File: config.mk
export PLATFORM = sky130hd
export DESIGN_NAME = pll_core_clock_control
export DESIGN_NICKNAME = d
export VERILOG_FILES = /design/src/core/pll_clock_pkg.sv /design/src/core/clk_gate_if.sv /design/src/core/core_clk_divider.sv /design/src/core/pll_core_clock_control.sv
export SDC_FILE = /design/constraint.sdc
export NUM_CORES = 1
export LEC_CHECK = 0
export BUFFER_PORTS_ARGS = -buffer_cell sky130_fd_sc_hd__buf_2
export CAP_MARGIN = 20
export CELL_PAD_IN_SITES_DETAIL_PLACEMENT = 0
export CELL_PAD_IN_SITES_GLOBAL_PLACEMENT = 1
export CORE_MARGIN = 2
export CORE_UTILIZATION = 42
export DETAILED_ROUTE_END_ITERATION = 10
export PLACE_DENSITY_LB_ADDON = 0.25
export SLEW_MARGIN = 25
export SYNTH_ARGS = -nofsm -noshare
export SYNTH_HDL_FRONTEND = slang
export SYNTH_HIERARCHICAL = 1
export SYNTH_SLANG_ARGS = --single-unit
File: constraint.sdc
create_clock -name ref_clk -period 2.7 [get_ports ref_clk]
set_clock_uncertainty 0.15 [all_clocks]
set_input_delay 0.27 -clock ref_clk [delete_from_list [all_inputs] [get_ports ref_clk]]
set_output_delay 0.27 -clock ref_clk [all_outputs]
set_load 0.005 [all_outputs]
File: src/core/pll_clock_pkg.sv
// Package: constants for the PLL and core clock divider control block.
// Assumes a single reference clock domain and an 8-bit special function register port.
package pll_clock_pkg;
  localparam logic [7:0] PLL_CLOCK_CONTROL_ADDR = 8'hD7;
  localparam logic [7:0] PLL_CLOCK_CONTROL_RST  = 8'h53;
  localparam int         OSCILLATOR_POWERDOWN_BIT_BIT             = 7;
  localparam int         LOCK_BIT               = 6;
  localparam int         EXT_ACCESS_BIT         = 4;
  localparam int         FAST_INT_BIT           = 3;
  localparam int         DIV_MSB                = 2;
  localparam int         DIV_W                  = 3;
  localparam logic [2:0] DIV_FASTEST            = 3'h0;
  localparam logic [2:0] DIV_DEFAULT            = 3'h3;
  localparam int         PLL_MULT               = 384;
  localparam int         PRESCALE_W            = 8;
  localparam int         LOCK_CNT_W            = 16;
endpackage

File: src/core/clk_gate_if.sv
// Interface: carries divider select and clock enable between top and divider.
// Assumes both ends run on the same clock.
`timescale 1ns/1ps
interface clk_gate_if;
  logic [2:0] div_sel;
  logic       core_tick;
  logic       edge_boundary;
  modport ctrl (output div_sel, input core_tick, input edge_boundary);
  modport div  (input div_sel, output core_tick, output edge_boundary);
endinterface

File: src/core/core_clk_divider.sv
// Core clock divider: a free running counter makes a tick every 2^div_sel cycles.
// Assumes the selection only changes at edge boundaries reported back to the control.
`timescale 1ns/1ps
module core_clk_divider (
  // Clock and reset
  input  wire logic ref_clk,
  input  wire logic rst_n,
  // Divider link
  clk_gate_if.div   gi
);
  logic [6:0] cnt_r;
  logic [6:0] mask;
  assign mask = 7'((8'h01 << gi.div_sel) - 8'h01);
  // A new ratio applies only when the count has wrapped, so no pulse is cut
  assign gi.edge_boundary = ((cnt_r & mask) == mask);
  assign gi.core_tick     = gi.edge_boundary;
  always_ff @(posedge ref_clk or negedge rst_n) begin
    if (!rst_n) begin
      cnt_r <= 7'h00;
    end else if (gi.edge_boundary) begin
      cnt_r <= 7'h00;
    end else begin
      cnt_r <= cnt_r + 7'h01;
    end
  end
endmodule

File: src/core/pll_core_clock_control.sv
// PLL and core clock control register with divider, lock and strap status.
// Assumes ref_clk is the PLL output; crystal tick, pll lock and strap pins are asynchronous.
//
// Function
// - PLL runs at 384 times crystal.
// - Modulator clock tick follows crystal rate.
// - Core clock is PLL over two power field.
// - Divider resets to three, PLL over eight.
// - Low-voltage part ignores writes of divider zero.
// - Bit seven stops oscillator in power-down.
// - Seconds counter runs in power-down when kept.
// - Bit six reports PLL lock status.
// - Bit four returns strap latched at reset.
// - Fast interrupt bit uses fastest clock while an interrupt is active.
// - Fast interrupt forces divider field to zero.
`timescale 1ns/1ps
module pll_core_clock_control #(
  parameter bit LOW_VOLTAGE = 1'b0
) (
  // Clock and reset
  input  wire logic       ref_clk,
  input  wire logic       rst_n,
  // Special function register port
  input  wire logic [7:0] sfr_addr,
  input  wire logic       sfr_wr,
  input  wire logic       sfr_rd,
  input  wire logic [7:0] sfr_wdata,
  output logic      [7:0] sfr_rdata,
  output logic            sfr_sel,
  // Analog and pin status
  input  wire logic       pll_locked_in,
  input  wire logic       external_access_pin,
  input  wire logic       xtal_tick,
  // Power and interrupt context
  input  wire logic       power_down,
  input  wire logic       irq_active,
  // Clock outputs
  output logic            core_clk_en,
  output logic            modulator_clk_en,
  output logic            osc_enable,
  output logic            seconds_count_en,
  output logic [2:0]      core_divider_field
);
  logic [1:0] lock_sync_r;
  logic [1:0] ea_sync_r;
  logic [2:0] xt_sync_r;
  logic       ea_capture_r;
  logic       latched_ext_access_status_r;
  logic       oscillator_powerdown_bit_r;
  logic       fast_interrupt_enable_r;
  logic [2:0] core_divider_bits_r;
  logic [2:0] core_divider_bits_nxt;
  logic [2:0] active_div_r;
  logic       modulator_tick_r;
  logic       hit;
  logic       wr_en;
  logic       div_zero_blocked;
  logic [2:0] wanted_div;
  logic [2:0] wr_div;
  logic [7:0] reg_view;
  clk_gate_if gi ();

  core_clk_divider u_div (
    .ref_clk (ref_clk),
    .rst_n   (rst_n),
    .gi      (gi)
  );

  // Fast interrupt forcing picks the fastest ratio over the stored one
  function automatic logic [2:0] pick_div(input logic force_fast, input logic [2:0] stored);
    pick_div = force_fast ? pll_clock_pkg::DIV_FASTEST : stored;
  endfunction

  assign hit   = (sfr_addr == pll_clock_pkg::PLL_CLOCK_CONTROL_ADDR);
  assign wr_en = hit && sfr_wr;
  assign wr_div = sfr_wdata[pll_clock_pkg::DIV_MSB:0];
  assign div_zero_blocked = LOW_VOLTAGE && (wr_div == pll_clock_pkg::DIV_FASTEST);
  assign core_divider_bits_nxt = (wr_en && !div_zero_blocked) ? wr_div : core_divider_bits_r;
  // Fast interrupt overrides the stored ratio while an interrupt is serviced
  assign wanted_div = pick_div(fast_interrupt_enable_r && irq_active,
                               core_divider_bits_r);
  assign gi.div_sel = active_div_r;

  assign reg_view = {oscillator_powerdown_bit_r,
                     lock_sync_r[1],
                     1'b0,
                     latched_ext_access_status_r,
                     fast_interrupt_enable_r,
                     core_divider_field};
  assign sfr_sel = hit && sfr_rd;

  // Field reads back zero while fast interrupt is enabled, as the hardware forces it
  assign core_divider_field = pick_div(fast_interrupt_enable_r, core_divider_bits_r);
  assign core_clk_en      = gi.core_tick;
  assign modulator_clk_en = modulator_tick_r;
  assign osc_enable       = !(power_down && oscillator_powerdown_bit_r);
  assign seconds_count_en = osc_enable && xt_sync_r[1];

  // Synchronisers for asynchronous inputs
  always_ff @(posedge ref_clk or negedge rst_n) begin
    if (!rst_n) begin
      lock_sync_r <= 2'h0;
      xt_sync_r   <= 3'h0;
    end else begin
      lock_sync_r <= {lock_sync_r[0], pll_locked_in};
      xt_sync_r   <= {xt_sync_r[1:0], xtal_tick};
    end
  end

  // Strap stages carry no reset, so the pin level has settled when reset ends
  always_ff @(posedge ref_clk) begin
    ea_sync_r <= {ea_sync_r[0], external_access_pin};
  end

  // Strap is caught once, after reset release, when the synchroniser has settled
  always_ff @(posedge ref_clk or negedge rst_n) begin
    if (!rst_n) begin
      ea_capture_r                <= 1'b1;
      latched_ext_access_status_r <= 1'b0;
    end else if (ea_capture_r) begin
      ea_capture_r                <= 1'b0;
      latched_ext_access_status_r <= ea_sync_r[1];
    end
  end

  always_ff @(posedge ref_clk or negedge rst_n) begin
    if (!rst_n) begin
      oscillator_powerdown_bit_r <= pll_clock_pkg::PLL_CLOCK_CONTROL_RST[pll_clock_pkg::OSCILLATOR_POWERDOWN_BIT_BIT];
      fast_interrupt_enable_r    <= pll_clock_pkg::PLL_CLOCK_CONTROL_RST[pll_clock_pkg::FAST_INT_BIT];
      core_divider_bits_r        <= pll_clock_pkg::DIV_DEFAULT;
    end else begin
      if (wr_en) begin
        oscillator_powerdown_bit_r <= sfr_wdata[pll_clock_pkg::OSCILLATOR_POWERDOWN_BIT_BIT];
        fast_interrupt_enable_r    <= sfr_wdata[pll_clock_pkg::FAST_INT_BIT];
      end
      core_divider_bits_r <= core_divider_bits_nxt;
    end
  end

  // Active ratio changes only when the divider is at a wrap point
  always_ff @(posedge ref_clk or negedge rst_n) begin
    if (!rst_n) begin
      active_div_r <= pll_clock_pkg::DIV_DEFAULT;
    end else if (gi.edge_boundary) begin
      active_div_r <= wanted_div;
    end
  end

  // Rising edge of the synchronised crystal tick gives one modulator pulse
  always_ff @(posedge ref_clk or negedge rst_n) begin
    if (!rst_n) begin
      modulator_tick_r <= 1'b0;
    end else begin
      modulator_tick_r <= xt_sync_r[1] && !xt_sync_r[2];
    end
  end

  always_ff @(posedge ref_clk or negedge rst_n) begin
    if (!rst_n) begin
      sfr_rdata <= 8'h00;
    end else begin
      sfr_rdata <= sfr_sel ? reg_view : 8'h00;
    end
  end

  property p_div_reset;
    @(posedge ref_clk) $rose(rst_n) |-> core_divider_bits_r == pll_clock_pkg::DIV_DEFAULT;
  endproperty
  a_div_reset: assert property (p_div_reset) else $error("divider not default");

  property p_zero_ignored;
    @(posedge ref_clk) disable iff (!rst_n)
      (wr_en && LOW_VOLTAGE && sfr_wdata[2:0] == 3'h0) |=> $stable(core_divider_bits_r);
  endproperty
  a_zero_ignored: assert property (p_zero_ignored) else $error("zero divider accepted");

  property p_write_taken;
    @(posedge ref_clk) disable iff (!rst_n)
      (wr_en && !div_zero_blocked) |=> core_divider_bits_r == $past(sfr_wdata[2:0]);
  endproperty
  a_write_taken: assert property (p_write_taken) else $error("divider write lost");

  property p_fast_interrupt_enable_zero;
    @(posedge ref_clk) disable iff (!rst_n)
      fast_interrupt_enable_r |-> core_divider_field == 3'h0;
  endproperty
  a_fast_interrupt_enable_zero: assert property (p_fast_interrupt_enable_zero) else $error("fast int not forcing zero");

  property p_oscillator_powerdown_bit;
    @(posedge ref_clk) disable iff (!rst_n)
      (power_down && oscillator_powerdown_bit_r) |-> !osc_enable && !seconds_count_en;
  endproperty
  a_oscillator_powerdown_bit: assert property (p_oscillator_powerdown_bit) else $error("oscillator not stopped");

  property p_seconds;
    @(posedge ref_clk) disable iff (!rst_n)
      (!oscillator_powerdown_bit_r && xt_sync_r[1]) |-> seconds_count_en;
  endproperty
  a_seconds: assert property (p_seconds) else $error("seconds counter stopped");

  property p_lock_read;
    @(posedge ref_clk) disable iff (!rst_n)
      sfr_sel |=> sfr_rdata[pll_clock_pkg::LOCK_BIT] == $past(lock_sync_r[1]);
  endproperty
  a_lock_read: assert property (p_lock_read) else $error("lock bit mismatch");

  property p_strap_hold;
    @(posedge ref_clk) disable iff (!rst_n)
      !ea_capture_r && !$past(ea_capture_r) |-> $stable(latched_ext_access_status_r);
  endproperty
  a_strap_hold: assert property (p_strap_hold) else $error("strap status moved");

  property p_clean_switch;
    @(posedge ref_clk) disable iff (!rst_n)
      !gi.edge_boundary |=> $stable(active_div_r);
  endproperty
  a_clean_switch: assert property (p_clean_switch) else $error("ratio changed mid period");

  property p_fast_irq;
    @(posedge ref_clk) disable iff (!rst_n)
      (fast_interrupt_enable_r && irq_active && gi.edge_boundary) |=> active_div_r == 3'h0;
  endproperty
  a_fast_irq: assert property (p_fast_irq) else $error("fast interrupt not fastest");

  property p_active_reset;
    @(posedge ref_clk)
      $rose(rst_n) |-> active_div_r == pll_clock_pkg::DIV_DEFAULT;
  endproperty
  a_active_reset: assert property (p_active_reset) else $error("ratio not default");

  property p_tick_single;
    @(posedge ref_clk) disable iff (!rst_n)
      (core_clk_en && active_div_r != pll_clock_pkg::DIV_FASTEST &&
       wanted_div != pll_clock_pkg::DIV_FASTEST) |=> !core_clk_en;
  endproperty
  a_tick_single: assert property (p_tick_single) else $error("core tick too long");

  property p_fastest_every;
    @(posedge ref_clk) disable iff (!rst_n)
      active_div_r == pll_clock_pkg::DIV_FASTEST |-> core_clk_en;
  endproperty
  a_fastest_every: assert property (p_fastest_every) else $error("fastest tick missing");

  property p_write_pd;
    @(posedge ref_clk) disable iff (!rst_n)
      wr_en |=> oscillator_powerdown_bit_r == $past(sfr_wdata[pll_clock_pkg::OSCILLATOR_POWERDOWN_BIT_BIT]);
  endproperty
  a_write_pd: assert property (p_write_pd) else $error("power-down bit lost");

  property p_write_fast_interrupt_enable;
    @(posedge ref_clk) disable iff (!rst_n)
      wr_en |=> fast_interrupt_enable_r == $past(sfr_wdata[pll_clock_pkg::FAST_INT_BIT]);
  endproperty
  a_write_fast_interrupt_enable: assert property (p_write_fast_interrupt_enable) else $error("fast interrupt bit lost");

  property p_osc_normal;
    @(posedge ref_clk) disable iff (!rst_n)
      !power_down |-> osc_enable;
  endproperty
  a_osc_normal: assert property (p_osc_normal) else $error("oscillator off in run");

  property p_osc_kept;
    @(posedge ref_clk) disable iff (!rst_n)
      (power_down && !oscillator_powerdown_bit_r) |-> osc_enable;
  endproperty
  a_osc_kept: assert property (p_osc_kept) else $error("oscillator not kept");

  property p_seconds_idle;
    @(posedge ref_clk) disable iff (!rst_n)
      !xt_sync_r[1] |-> !seconds_count_en;
  endproperty
  a_seconds_idle: assert property (p_seconds_idle) else $error("seconds enable stray");

  property p_strap_capture;
    @(posedge ref_clk) disable iff (!rst_n)
      ea_capture_r |=> latched_ext_access_status_r == $past(ea_sync_r[1]);
  endproperty
  a_strap_capture: assert property (p_strap_capture) else $error("strap not captured");

  property p_capture_once;
    @(posedge ref_clk) disable iff (!rst_n)
      !ea_capture_r |=> !ea_capture_r;
  endproperty
  a_capture_once: assert property (p_capture_once) else $error("strap captured twice");

  property p_stored_ratio;
    @(posedge ref_clk) disable iff (!rst_n)
      (!(fast_interrupt_enable_r && irq_active) && gi.edge_boundary) |=>
        active_div_r == $past(core_divider_bits_r);
  endproperty
  a_stored_ratio: assert property (p_stored_ratio) else $error("ratio not restored");

  property p_field_stored;
    @(posedge ref_clk) disable iff (!rst_n)
      !fast_interrupt_enable_r |-> core_divider_field == core_divider_bits_r;
  endproperty
  a_field_stored: assert property (p_field_stored) else $error("field not stored");

  property p_mod_single;
    @(posedge ref_clk) disable iff (!rst_n)
      modulator_clk_en |=> !modulator_clk_en;
  endproperty
  a_mod_single: assert property (p_mod_single) else $error("modulator tick too long");
endmodule

==> metrics.csv, run 1 <==
stage,metric,value,unit
power_and_ir_drop,Max VDD drop,0.242,mV
global_routing,vias in the first global route,846,
global_routing,total grt overflow,0,
floorplanning,row count,20,
logic_synthesis,mux contribution to synthesized area,6.50,%
clock_network,CTS Root Cell,clkbuf_4,
setup_path,CP Launch Type,flip-flop,
clock_network,TritonCTS Sinks,32,
logic_synthesis,synthesized cell area,0.00133,mm²
logic_synthesis,post-synthesis compound-gate area fraction,7.72,%
logic_synthesis,synth unique cells,37,
setup_path,"Arr. time, crit path",1740,ps
final_layout,final core occ,54.8,%
setup_path,critical path type,flip-flop to primary output,
logic_synthesis,Adder-Cell Fraction of Synth Area,0.942,%
setup_path,CP Buf/Inv Count,1,
global_routing,GRT busiest layer,met2,
drt,routed len/inst,11.7,µm
drt,Via density,4.43,
clock_network,clk slew on worst S/H paths,90,ps
setup_path,crit-path max FO,11,
drt,antenna-violating nets left,0,
run_status,status,"finished, final reports clean",
setup_path,Top delay family on crit path,compound AO/OA/AOI/OAI gates,
clock_network,CTS tree,done,
logic_synthesis,Yosys reg bits,32,
setup_path,"Cell Chain, Critical Path",a21bo_1 > a31oi_4 > a211oi_4 > buf_2,
power_and_ir_drop,power per cell area,499,mW/mm²
final_layout,Post-Layout Cell Count,197,
final_layout,area grow syn2layout,25.0,%
drt,1st-pass router iterations,3,
final_layout,layout cell share with drive strength beyond 1,39.2,%
final_layout,"most common cell after layout, fill and taps aside",buf_2,
timing,Final Max Slew Viols,0,
global_routing,first-pass GRT wire length,3.80,mm
drt,drt drc,0,
logic_synthesis,largest family of logic cells by synthesized area,simple AND/OR/NAND/NOR gates,
timing,Max Clock Freq,462,MHz
logic_synthesis,Synthesis Warnings,6,
global_routing,GR Layer Usage met3,8.44,%
floorplanning,I/O pins,41,
timing,fin crit share,80.1,%
global_routing,largest net degree at the start of global routing,31,
clock_network,CTS Buf Count,5,
placed_design,Port Buffers,36,
drt,via count,873,
logic_synthesis,sequential-to-total area share from yosys stat,60.0,%
drt,DRT iter0 DRCs,26,
floorplanning,initial core utilization,43.9,%
power_and_ir_drop,Pleak,0.863,nW
timing,Final Hold Violating Endpoints,0,
logic_synthesis,simple-gate portion of the synthesized area,18.9,%
timing,TNS Setup,0,ps
setup_path,Worst Reg-to-Reg Cells,5,
worst_hold_path,Hold Path Depth,2,
final_layout,Final Instance Area,0.00166,mm²
clock_network,setup bufs post-CTS,0,
final_layout,Nets,178,
timing,final count of negative-setup-slack endpoints,0,
final_layout,ant diodes,0,
clock_network,Max clock buf depth,2,
floorplanning,die width,60.2,µm
logic_synthesis,post-synthesis xor/xnor area fraction,1.98,%
placed_design,Placement Cell Area,0.00154,mm²
setup_path,Crit path depth,4,
logic_synthesis,Synth Instances,105,
floorplanning,die area,0.00363,mm²
drt,Detailed Route WL,2.31,mm
setup_path,Crit path required time,2280,ps
setup_path,CP endpoint kind,primary output,
placed_design,placed cell count,183,
global_routing,met2 usage,21.9,%
global_routing,Total Routing Usage GR,15.1,%
logic_synthesis,Mean Syn Cell Area,12.7,µm²
floorplanning,die height,60.2,µm
timing,Slew @ Worst Pin,640,ps
timing,crit path time final,2160,ps
clock_network,Worst-Skew Late Latency,320,ps
worst_hold_path,Hold Path Class,input port to flip-flop,
timing,RSZ-0062 raised after global routing,false,
run,max-cap violations,0,
final_layout,most frequent cells in the layout,"36 x buf_2, 25 x dfrtp_1, 8 x and2_1, 7 x nor2_1",
placed_design,dpl hpwl,1.60,mm
power_and_ir_drop,Pwr Total,829,µW
timing,Rel. slew slack,57.3,%
setup_path,CP max stage delay,460,ps
placed_design,Placer Congestion,0.742,
setup_path,Crit-path slowest cell,a211oi_4,
clock_network,H-tree depth,2,
global_routing,met1 Usage GRT,18.4,%
global_routing,initial antenna violation count,0,
floorplanning,core area,0.00303,mm²
[cell usage after synthesis, drive strengths merged]
| library cell | count | area share [%] |
|---|---|---|
| dfrtp | 25 | 47 |
| and2 | 8 | 3.8 |
| nor2 | 7 | 2.0 |
| inv | 6 | 1.7 |
| mux2 | 6 | 6.5 |
| nand2 | 6 | 1.7 |
| dfstp | 5 | 9.9 |
| nor2b | 5 | 2.4 |
| nand3 | 4 | 1.5 |
| o21ai | 4 | 1.5 |
| buf | 3 | 2.0 |
| nor3 | 3 | 1.5 |
| dfxtp | 2 | 3.0 |
| nand4b | 2 | 2.4 |
| xnor2 | 2 | 1.3 |
| a211oi | 1 | 1.5 |
| a21bo | 1 | 0.75 |
| a21oi | 1 | 0.66 |
| a31o | 1 | 0.66 |
| a31oi | 1 | 1.6 |
| and2b | 1 | 0.66 |
| conb | 1 | 0.28 |
| ha | 1 | 0.94 |
| nand2b | 1 | 0.47 |
| nand4 | 1 | 0.47 |
| nor3b | 1 | 0.57 |
| nor4 | 1 | 0.47 |
| o21bai | 1 | 0.57 |
| o22ai | 1 | 0.47 |
| or2b | 1 | 0.57 |
| or3 | 1 | 0.47 |
| xor2 | 1 | 0.66 |
[registers in the layout, indices dropped and copies added (netlist names), 2 cells and up]
signal,cells
active_div_r,3
ea_sync_r,2
sfr_rdata,7
u_div/cnt_r,7
xt_sync_r,3
lock_sync_r,2
core_divider_bits_r,3
[logic make-up after synthesis]
family                     Yosys count
and+or+nand+nor                     42
AOI/OAI and AO/OA                   11
adders and majority gates            1
muxes                                6
DFF                                 32
xor gates and xnor gates             3
buffers and inverters                9
other                                1
[per-stage QoR]
stage	hold slack (ps)	worst slack [ps]
CTS	6.12	492
global placement	165	889
finish	21.6	536
floorplan	-176	1030
global route	0.576	367
detailed placement	163	859
[what timing repair did]
| action | 4_1_cts | 5_1_grt |
|---|---|---|
| hold buffers | 4 | 2 |
| gates resized for setup | 0 | 0 |
| endpoints found under the hold margin | 28 | 2 |
[layer usage]
layer / part of all wire [%] / routed length (µm)
met5: 0 / 0
met4: 0.82 / 19
met3: 5.8 / 133
met2: 48 / 1100
met1: 46 / 1060
[where the power goes]
group / total, mW / switching [mW] / internal [mW]
logic: 0.0486 / 0.0199 / 0.0287
clock network: 0.281 / 0.153 / 0.128
registers: 0.499 / 0.00702 / 0.492
total: 0.829 / 0.180 / 0.650
[layout make-up]
class	count	area, µm²
Multi-Input combinational cell	65	487
Inverter	6	22.5
Clock buffer	8	58.8
Timing Repair Buffer	42	240
Sequential cell	32	797
Fill cell	281	1370
Tap cell	44	55.1
[worst paths after layout]
path / slack [ps] / start / endpoint
max in group asynchronous: 1640 / rst_n / u_div/cnt_r[6]$_DFF_PN0_
min in group asynchronous: 340 / rst_n / u_div/cnt_r[4]$_DFF_PN0_
max reg2reg: 1020 / active_div_r[2]$_DFFE_PN0P_ / active_div_r[1]$_DFFE_PN1P_
max: 540 / active_div_r[2]$_DFFE_PN0P_ / core_clk_en
min reg2reg: 180 / ea_sync_r[0]$_DFF_P_ / ea_sync_r[1]$_DFF_P_
min: 20 / sfr_wdata[1] / core_divider_bits_r[1]$_DFFE_PN1P_
Note: power is estimated with default switching activity, not from simulation.
==> run 2, diff against run 1 <==
--- a/config.mk
+++ b/config.mk
@@ -5,12 +5,13 @@
 export SDC_FILE = /design/constraint.sdc
 export NUM_CORES = 1
 export LEC_CHECK = 0
+export ABC_AREA = 1
 export BUFFER_PORTS_ARGS = -buffer_cell sky130_fd_sc_hd__buf_2
 export CAP_MARGIN = 20
 export CELL_PAD_IN_SITES_DETAIL_PLACEMENT = 0
 export CELL_PAD_IN_SITES_GLOBAL_PLACEMENT = 1
 export CORE_MARGIN = 2
-export CORE_UTILIZATION = 42
+export CORE_UTILIZATION = 33
 export DETAILED_ROUTE_END_ITERATION = 10
 export PLACE_DENSITY_LB_ADDON = 0.25
 export SLEW_MARGIN = 25
==> constraint.sdc (replaced) <==
create_clock -name ref_clk -period 1.97 [get_ports ref_clk]
set_clock_uncertainty 0.15 [all_clocks]
set_input_delay 0.197 -clock ref_clk [delete_from_list [all_inputs] [get_ports ref_clk]]
set_output_delay 0.197 -clock ref_clk [all_outputs]
set_load 0.005 [all_outputs]
==> metrics.csv, run 2 <==
stage,metric,value,unit,change
timing,Rel. slew slack,57.2,%,-0.13 points
setup_path,CP Buf/Inv Count,1,,unchanged
clock_network,setup bufs post-CTS,0,,unchanged
logic_synthesis,Synth Instances,138,,+31%
floorplanning,initial core utilization,33.9,%,-10 points
setup_path,"Cell Chain, Critical Path",nand4_2 > nand2_1 > nand2_2 > nor2_4 > buf_2,,
run,max-cap violations,0,,unchanged
clock_network,H-tree depth,2,,unchanged
logic_synthesis,Area contributors post-synth,"dfrtp_1 47%, dfstp_2 9.8%, nand2_1 8.1%, inv_1 5.9%, nand4_1 3.3%",,
worst_hold_path,Hold Startpoint,sfr_wdata[7],,
logic_synthesis,top cells by instance count after synthesis,"29 x nand2_1, 25 x dfrtp_1, 21 x inv_1, 9 x nor2_1, 8 x nand3_1",,
floorplanning,die height,67.6,µm,+12%
final_layout,area grow syn2layout,28.7,%,
setup_path,FF-to-FF End,active_div_r[2]$_DFFE_PN0P_,,
clock_network,Max clock buf depth,2,,unchanged
final_layout,Post-Layout Cell Count,237,,+20%
drt,routed len/inst,10.1,µm,-14%
setup_path,CP max stage delay,460,ps,about the same
setup_path,Crit path required time,1620,ps,-660 ps
setup_path,"Arr. time, crit path",1460,ps,-280 ps
timing,Hold Slack,29.2,ps,+7.54 ps
timing,crit path time final,1810,ps,
floorplanning,die width,67.6,µm,+12%
clock_network,clk slew on worst S/H paths,60,ps,-30 ps
setup_path,Worst Reg-to-Reg Cells,7,,+2
global_routing,vias in the first global route,1015,,+20%
timing,TNS Setup,0,ps,unchanged
setup_path,crit-path max FO,13,,+2
drt,drt drc,0,,unchanged
power_and_ir_drop,switch share,21.3,%,-0.39 points
logic_synthesis,Adder-Cell Fraction of Synth Area,0.936,%,-0.0053 points
setup_path,CP endpoint kind,primary output,,
power_and_ir_drop,Seq pwr share,54.5,%,-5.7 points
drt,Via density,4.33,,-2.2%
logic_synthesis,post-synthesis compound-gate area fraction,3.84,%,-3.9 points
floorplanning,die area,0.00457,mm²,+26%
power_and_ir_drop,combinational power share,5.9,%,about the same
global_routing,Total Routing Usage GR,12.7,%,-2.4 points
final_layout,layout cell share with drive strength beyond 1,34.8,%,-4.5 points
placed_design,Placer Congestion,0.783,,+5.4%
floorplanning,row count,23,,+15%
drt,Detailed Route WL,2.40,mm,+3.8%
global_routing,first-pass GRT wire length,4.21,mm,+11%
final_layout,most frequent cells in the layout,"36 x buf_2, 29 x nand2_1, 25 x dfrtp_1, 21 x inv_1, 9 x nor2_1",,
worst_hold_path,Hold Path Depth,3,,+1
clock_network,CTS Root Cell,clkbuf_8,,
logic_synthesis,Mean Syn Cell Area,9.68,µm²,-23%
final_layout,"most common cell after layout, fill and taps aside",buf_2,,
final_layout,ant diodes,0,,unchanged
power_and_ir_drop,Pleak,0.964,nW,+12%
worst_hold_path,Hold Crit Endpoint,oscillator_powerdown_bit_r$_DFFE_PN0P_,,
drt,antenna-violating nets left,0,,unchanged
setup_path,Crit-path slowest cell,dfrtp_1,,
setup_path,FF-to-FF setup slack,540,ps,-480 ps
clock_network,Worst-Skew Late Latency,270,ps,-50 ps
worst_hold_path,Hold Path Class,input port to flip-flop,,
logic_synthesis,"FFs w/ async S/R, synth",93.8,%,unchanged
placed_design,placed cell count,223,,+22%
final_layout,Nets,212,,+19%
final_layout,top flop regs,"sfr_rdata (7), u_div/cnt_r (7)",,
global_routing,largest net degree at the start of global routing,31,,unchanged
global_routing,initial antenna violation count,0,,unchanged
timing,Max Clock Freq,554,MHz,
power_and_ir_drop,clock share of power,39.7,%,+5.8 points
logic_synthesis,number of synthesized flops with an enable pin,0,,unchanged
logic_synthesis,synthesized cell area,0.00134,mm²,+0.57%
clock_network,CTS tree,done,,
timing,Final Hold Violating Endpoints,0,,unchanged
logic_synthesis,Synthesis Warnings,6,,unchanged
power_and_ir_drop,Net Switching,267,µW,+49%
clock_network,CTS Buf Count,5,,unchanged
clock_network,Resized cells post-CTS,0,,unchanged
timing,final count of negative-setup-slack endpoints,0,,unchanged
final_layout,Fill cells,400,,+42%
logic_synthesis,synth unique cells,24,,-35%
placed_design,pre-CTS setup slack,466,ps,-393 ps
floorplanning,core area,0.00394,mm²,+30%
placed_design,Port Buffers,36,,unchanged
logic_synthesis,sequential-to-total area share from yosys stat,59.6,%,-0.34 points
power_and_ir_drop,power per cell area,729,mW/mm²,+46%
placed_design,dpl hpwl,1.81,mm,+13%
timing,fin crit share,91.7,%,
setup_path,Crit path depth,5,,+1
power_and_ir_drop,internal power,987,µW,+52%
timing,final worst-path setup slack,164,ps,-372 ps
logic_synthesis,largest family of logic cells by synthesized area,simple AND/OR/NAND/NOR gates,,
setup_path,CP Launch Type,flip-flop,,
drt,via count,1027,,+18%
power_and_ir_drop,Max VDD drop,0.440,mV,+82%
clock_network,TritonCTS Sinks,32,,unchanged
drt,1st-pass router iterations,4,,+1
floorplanning,I/O pins,41,,unchanged
logic_synthesis,top cell type's share of synthesized area,46.8,%,-0.26 points
timing,Final Max Slew Viols,0,,unchanged
logic_synthesis,Most used DFF post-synth,dfrtp_1,,
logic_synthesis,cell with the most instances after synthesis,nand2_1,,
timing,RSZ-0062 raised after global routing,false,,
logic_synthesis,Yosys reg bits,32,,unchanged
logic_synthesis,simple-gate portion of the synthesized area,26.7,%,+7.8 points
setup_path,reg2reg start,active_div_r[0]$_DFFE_PN1P_,,
logic_synthesis,mux contribution to synthesized area,0,%,-6.5 points
logic_synthesis,post-synth top area cell,dfrtp_1,,
logic_synthesis,post-synthesis xor/xnor area fraction,1.31,%,-0.67 points
timing,Slew @ Worst Pin,642,ps,+1.98 ps
setup_path,Top delay family on crit path,simple AND/OR/NAND/NOR gates,,
run_status,status,"finished, final reports clean",,
global_routing,total grt overflow,0,,unchanged
drt,DRT iter0 DRCs,57,,+120%
setup_path,critical path type,flip-flop to primary output,,
==> run 2: changes by cell type after synthesis, moves of 2 or more <==
cell / before / now
nor2_2: 0 / 7
nor3_1: 2 / 0
nand4_1: 1 / 7
nor2_4: 0 / 3
nand2_1: 6 / 29
nand3_1: 4 / 8
nand2_2: 0 / 2
mux2_4: 5 / 0
and2_1: 8 / 0
o21ai_0: 3 / 7
nor2b_1: 5 / 0
inv_1: 6 / 21
nor2_1: 7 / 9
==> run 2: worst register-to-register path, stage by stage (launching register included) <==
cell and delay (ps):
dfstp_2 550, inv_1 60, o21ai_0 150, nand2_1 80, nand2_2 90, nor2_4 70
nand3_1 90, o21ai_0 70
==> run 2: final cells by class <==
class	count	area, µm²	area share, %
Sequential cell	32	797	46.3
Clock inverter	2	10.0	0.582
Inverter	22	82.6	4.80
Multi-Input combinational cell	83	445	25.9
Clock buffer	6	82.6	4.80
Timing Repair Buffer	42	240	14.0
Tap cell	50	62.6	3.64
==> run 2: cell families (layout without fill, tap and decap cells) <==
kind of cell | after synthesis | count (layout)
AOI/OAI and AO/OA | 10 | 10
xor gates and xnor gates | 2 | 2
adders and majority gates | 1 | 1
buffers and inverters | 24 | 72
DFF | 32 | 32
other | 1 | 2
and+or+nand+nor | 68 | 68
==> run 2: worst max path at each step <==
stage / end / slack [ps] / from
after global placement: core_clk_en / 460 / u_div/cnt_r[2]$_DFF_PN0_
after detailed placement: core_clk_en / 470 / u_div/cnt_r[2]$_DFF_PN0_
after floorplan: active_div_r[2]$_DFFE_PN0P_ / 520 / active_div_r[0]$_DFFE_PN1P_
after global routing: core_clk_en / 10 / u_div/cnt_r[0]$_DFF_PN0_
after CTS: core_clk_en / 140 / u_div/cnt_r[2]$_DFF_PN0_
final: core_clk_en / 160 / u_div/cnt_r[2]$_DFF_PN0_
==> run 2: routing by layer <==
| layer | part of all wire (%) | wire length, µm | global-route usage, % |
|---|---|---|---|
| met1 | 43 | 1030 | 14.0 |
| met2 | 49 | 1180 | 21.0 |
| met3 | 6.7 | 162 | 5.00 |
| met4 | 1.4 | 34 | 6.89 |
| met5 | 0 | 0 | 0 |
==> run 2: repair_timing <==
action | 4_1_cts | 5_1_grt
hold endpoints to repair | 30 | 0
hold buffers | 6 | 0
setup endpoints to repair | 0 | 0
==> run 2: stage by stage <==
stage | area, µm² | util [%] | total power, mW
6_report | 1720 | 43.6 | 1.25
5_1_grt | 1720 | 43.6 | 1.32
4_1_cts | 1720 | 43.6 | 1.28
3_5_place_dp | 1570 | 39.8 | 0.762
3_3_place_gp | 1570 | 39.8 | 0.759
2_1_floorplan | 1340 | - | 0.718
==> run 2: power groups by stage <==
stage	registers (mW)	logic, mW	clock network, mW
after detailed placement	0.695	0.0668	0
after floorplan	0.693	0.0251	0
after global routing	0.685	0.0850	0.552
after global placement	0.694	0.0648	0
final	0.683	0.0736	0.497
after CTS	0.683	0.0760	0.521
==> run 3, diff against run 2 <==
--- a/config.mk
+++ b/config.mk
@@ -13,7 +13,7 @@
 export CORE_MARGIN = 2
 export CORE_UTILIZATION = 33
 export DETAILED_ROUTE_END_ITERATION = 10
-export PLACE_DENSITY_LB_ADDON = 0.25
+export PLACE_DENSITY = 0.73
 export SLEW_MARGIN = 25
 export SYNTH_ARGS = -nofsm -noshare
 export SYNTH_HDL_FRONTEND = slang
==> metrics.csv, run 3 (synthesis results as in run 2) <==
stage,metric,value,unit,change
run_status,status,"finished, final reports clean",,
timing,RSZ-0062 raised after global routing,false,,
setup_path,Crit path required time,1620,ps,about the same
setup_path,CP endpoint kind,primary output,,
power_and_ir_drop,Pwr Total,1.28,mW,+2.0%
clock_network,CTS Buf Count,5,,unchanged
drt,Met2 Wirelength,1.24,mm,+5.3%
setup_path,Critical path origin,u_div/cnt_r[0]$_DFF_PN0_,,
drt,via count,1034,,+0.68%
placed_design,Placer Congestion,0.823,,+5.1%
clock_network,CTS Root Cell,clkbuf_8,,
final_layout,area of the multi-input gates,445,µm²,unchanged
setup_path,"Arr. time, crit path",1460,ps,about the same
setup_path,crit-path max FO,13,,unchanged
clock_network,Max clock buf depth,2,,unchanged
floorplanning,die width,67.6,µm,unchanged
clock_network,CTS Hold Bufs,5,,-1
global_routing,Total Routing Usage GR,12.4,%,-0.32 points
floorplanning,die height,67.6,µm,unchanged
drt,DRT iter0 DRCs,14,,-75%
final_layout,Fill cells,387,,-3.3%
global_routing,total grt overflow,0,,unchanged
power_and_ir_drop,Max VDD drop,0.389,mV,-12%
global_routing,initial antenna violation count,0,,unchanged
setup_path,reg2reg start,active_div_r[0]$_DFFE_PN1P_,,
drt,routed len/inst,9.89,µm,-2.4%
clock_network,setup bufs post-CTS,0,,unchanged
clock_network,clk slew on worst S/H paths,60,ps,about the same
drt,antenna-violating nets left,0,,unchanged
timing,fin crit share,91.6,%,about the same
timing,Final Max Slew Viols,0,,unchanged
setup_path,CP Launch Type,flip-flop,,
timing,Final Hold Violating Endpoints,0,,unchanged
worst_hold_path,Hold Startpoint,sfr_wdata[1],,
clock_network,Worst-Skew Late Latency,270,ps,about the same
placed_design,dpl hpwl,1.78,mm,-1.4%
timing,Max Clock Freq,554,MHz,about the same
timing,Slew @ Worst Pin,641,ps,-0.600 ps
final_layout,Nets,211,,-0.47%
drt,1st-pass router iterations,4,,unchanged
final_layout,final core occ,43.6,%,-0.063 points
drt,wire length on met3,119,µm,-27%
timing,TNS Setup,0,ps,unchanged
drt,DRT met1 WL,936,µm,-8.9%
final_layout,top flop regs,"sfr_rdata (7), u_div/cnt_r (7)",,
final_layout,most frequent cells in the layout,"36 x buf_2, 29 x nand2_1, 25 x dfrtp_1, 21 x inv_1, 9 x nor2_1",,
drt,Via density,4.38,,+1.1%
clock_network,Resized cells post-CTS,0,,unchanged
placed_design,Port Buffers,36,,unchanged
drt,drt drc,0,,unchanged
power_and_ir_drop,power per cell area,744,mW/mm²,+2.1%
timing,Hold Slack,7.53,ps,-21.7 ps
timing,Rel. slew slack,57.2,%,about the same
drt,Detailed Route WL,2.33,mm,-2.8%
global_routing,first-pass GRT wire length,4.18,mm,-0.67%
final_layout,ant diodes,0,,unchanged
floorplanning,initial core utilization,33.9,%,unchanged
timing,final count of negative-setup-slack endpoints,0,,unchanged
floorplanning,die area,0.00457,mm²,unchanged
timing,crit path time final,1800,ps,-1.77 ps
final_layout,"most common cell after layout, fill and taps aside",buf_2,,
drt,top sig layer,met4,,
final_layout,register area,797,µm²,unchanged
final_layout,layout cell share with drive strength beyond 1,34.4,%,-0.35 points
final_layout,area grow syn2layout,28.6,%,
global_routing,vias in the first global route,1071,,+5.5%
run,max-cap violations,0,,unchanged
floorplanning,core area,0.00394,mm²,unchanged
worst_hold_path,Hold Path Class,input port to flip-flop,,
floorplanning,row count,23,,unchanged
floorplanning,I/O pins,41,,unchanged
clock_network,CTS tree,done,,
global_routing,largest net degree at the start of global routing,31,,unchanged
power_and_ir_drop,Pleak,0.961,nW,-0.38%
setup_path,critical path type,flip-flop to primary output,,
clock_network,H-tree depth,2,,unchanged
clock_network,TritonCTS Sinks,32,,unchanged
==> run 3: cell types whose count changed in the layout (fill, tap and decap cells not counted), sizes merged <==
cell         before  now
clkinv            2    0
clkbuf            6    8
dlygate4sd3       6    5
==> run 3: routing by layer <==
layer,track usage (%),vias up
met5,0,-
met4,7.91,0
met3,3.00,4
met2,22.2,27
met1,12.8,482
li1,-,521
==> run 3: worst paths after layout <==
path                                                      end  slack, ps  depth (start not counted)
setup / recovery                                  core_clk_en        170                          7
hold / removal             core_divider_bits_r[1]$_DFFE_PN1P_          8                          3
setup reg to reg                  active_div_r[2]$_DFFE_PN0P_        500                          7
hold reg to reg                          ea_sync_r[1]$_DFF_P_        190                          0
max in group asynchronous              sfr_rdata[1]$_DFF_PN0_        920                          2
min in group asynchronous            u_div/cnt_r[2]$_DFF_PN0_        340                          2
==> run 3: layout make-up <==
type                    count  share of cell area (%)
inverters                  22                    4.81
repair buffers             41                    13.4
clock buffers               8                    5.83
flip-flops and latches     32                    46.4
well taps                  50                    3.64
multi-input cells          83                    25.9
==> run 3: per-stage QoR <==
step / worst slack [ps] / area [µm²] / std cells
4_1_cts: 146 / 1720 / 236
2_1_floorplan: 518 / 1340 / 139
6_report: 166 / 1720 / 236
3_5_place_dp: 447 / 1570 / 223
5_1_grt: 26.4 / 1720 / 236
3_3_place_gp: 463 / 1570 / 223
==> run 3: worst max-delay path, stage by stage, from the launching register on <==
cell	delay, ps
dfrtp_1	420
inv_1	60
o21ai_0	80
nand2_1	70
nand2_1	70
nand2_2	60
nor2_4	240
buf_2	170
==> run 3: report_power, final <==
part	leakage (nW)	internal (mW)	switching [mW]
Combinational	0.525	0.0324	0.0391
Sequential	0.384	0.676	0.00751
Clock	0.0515	0.318	0.205
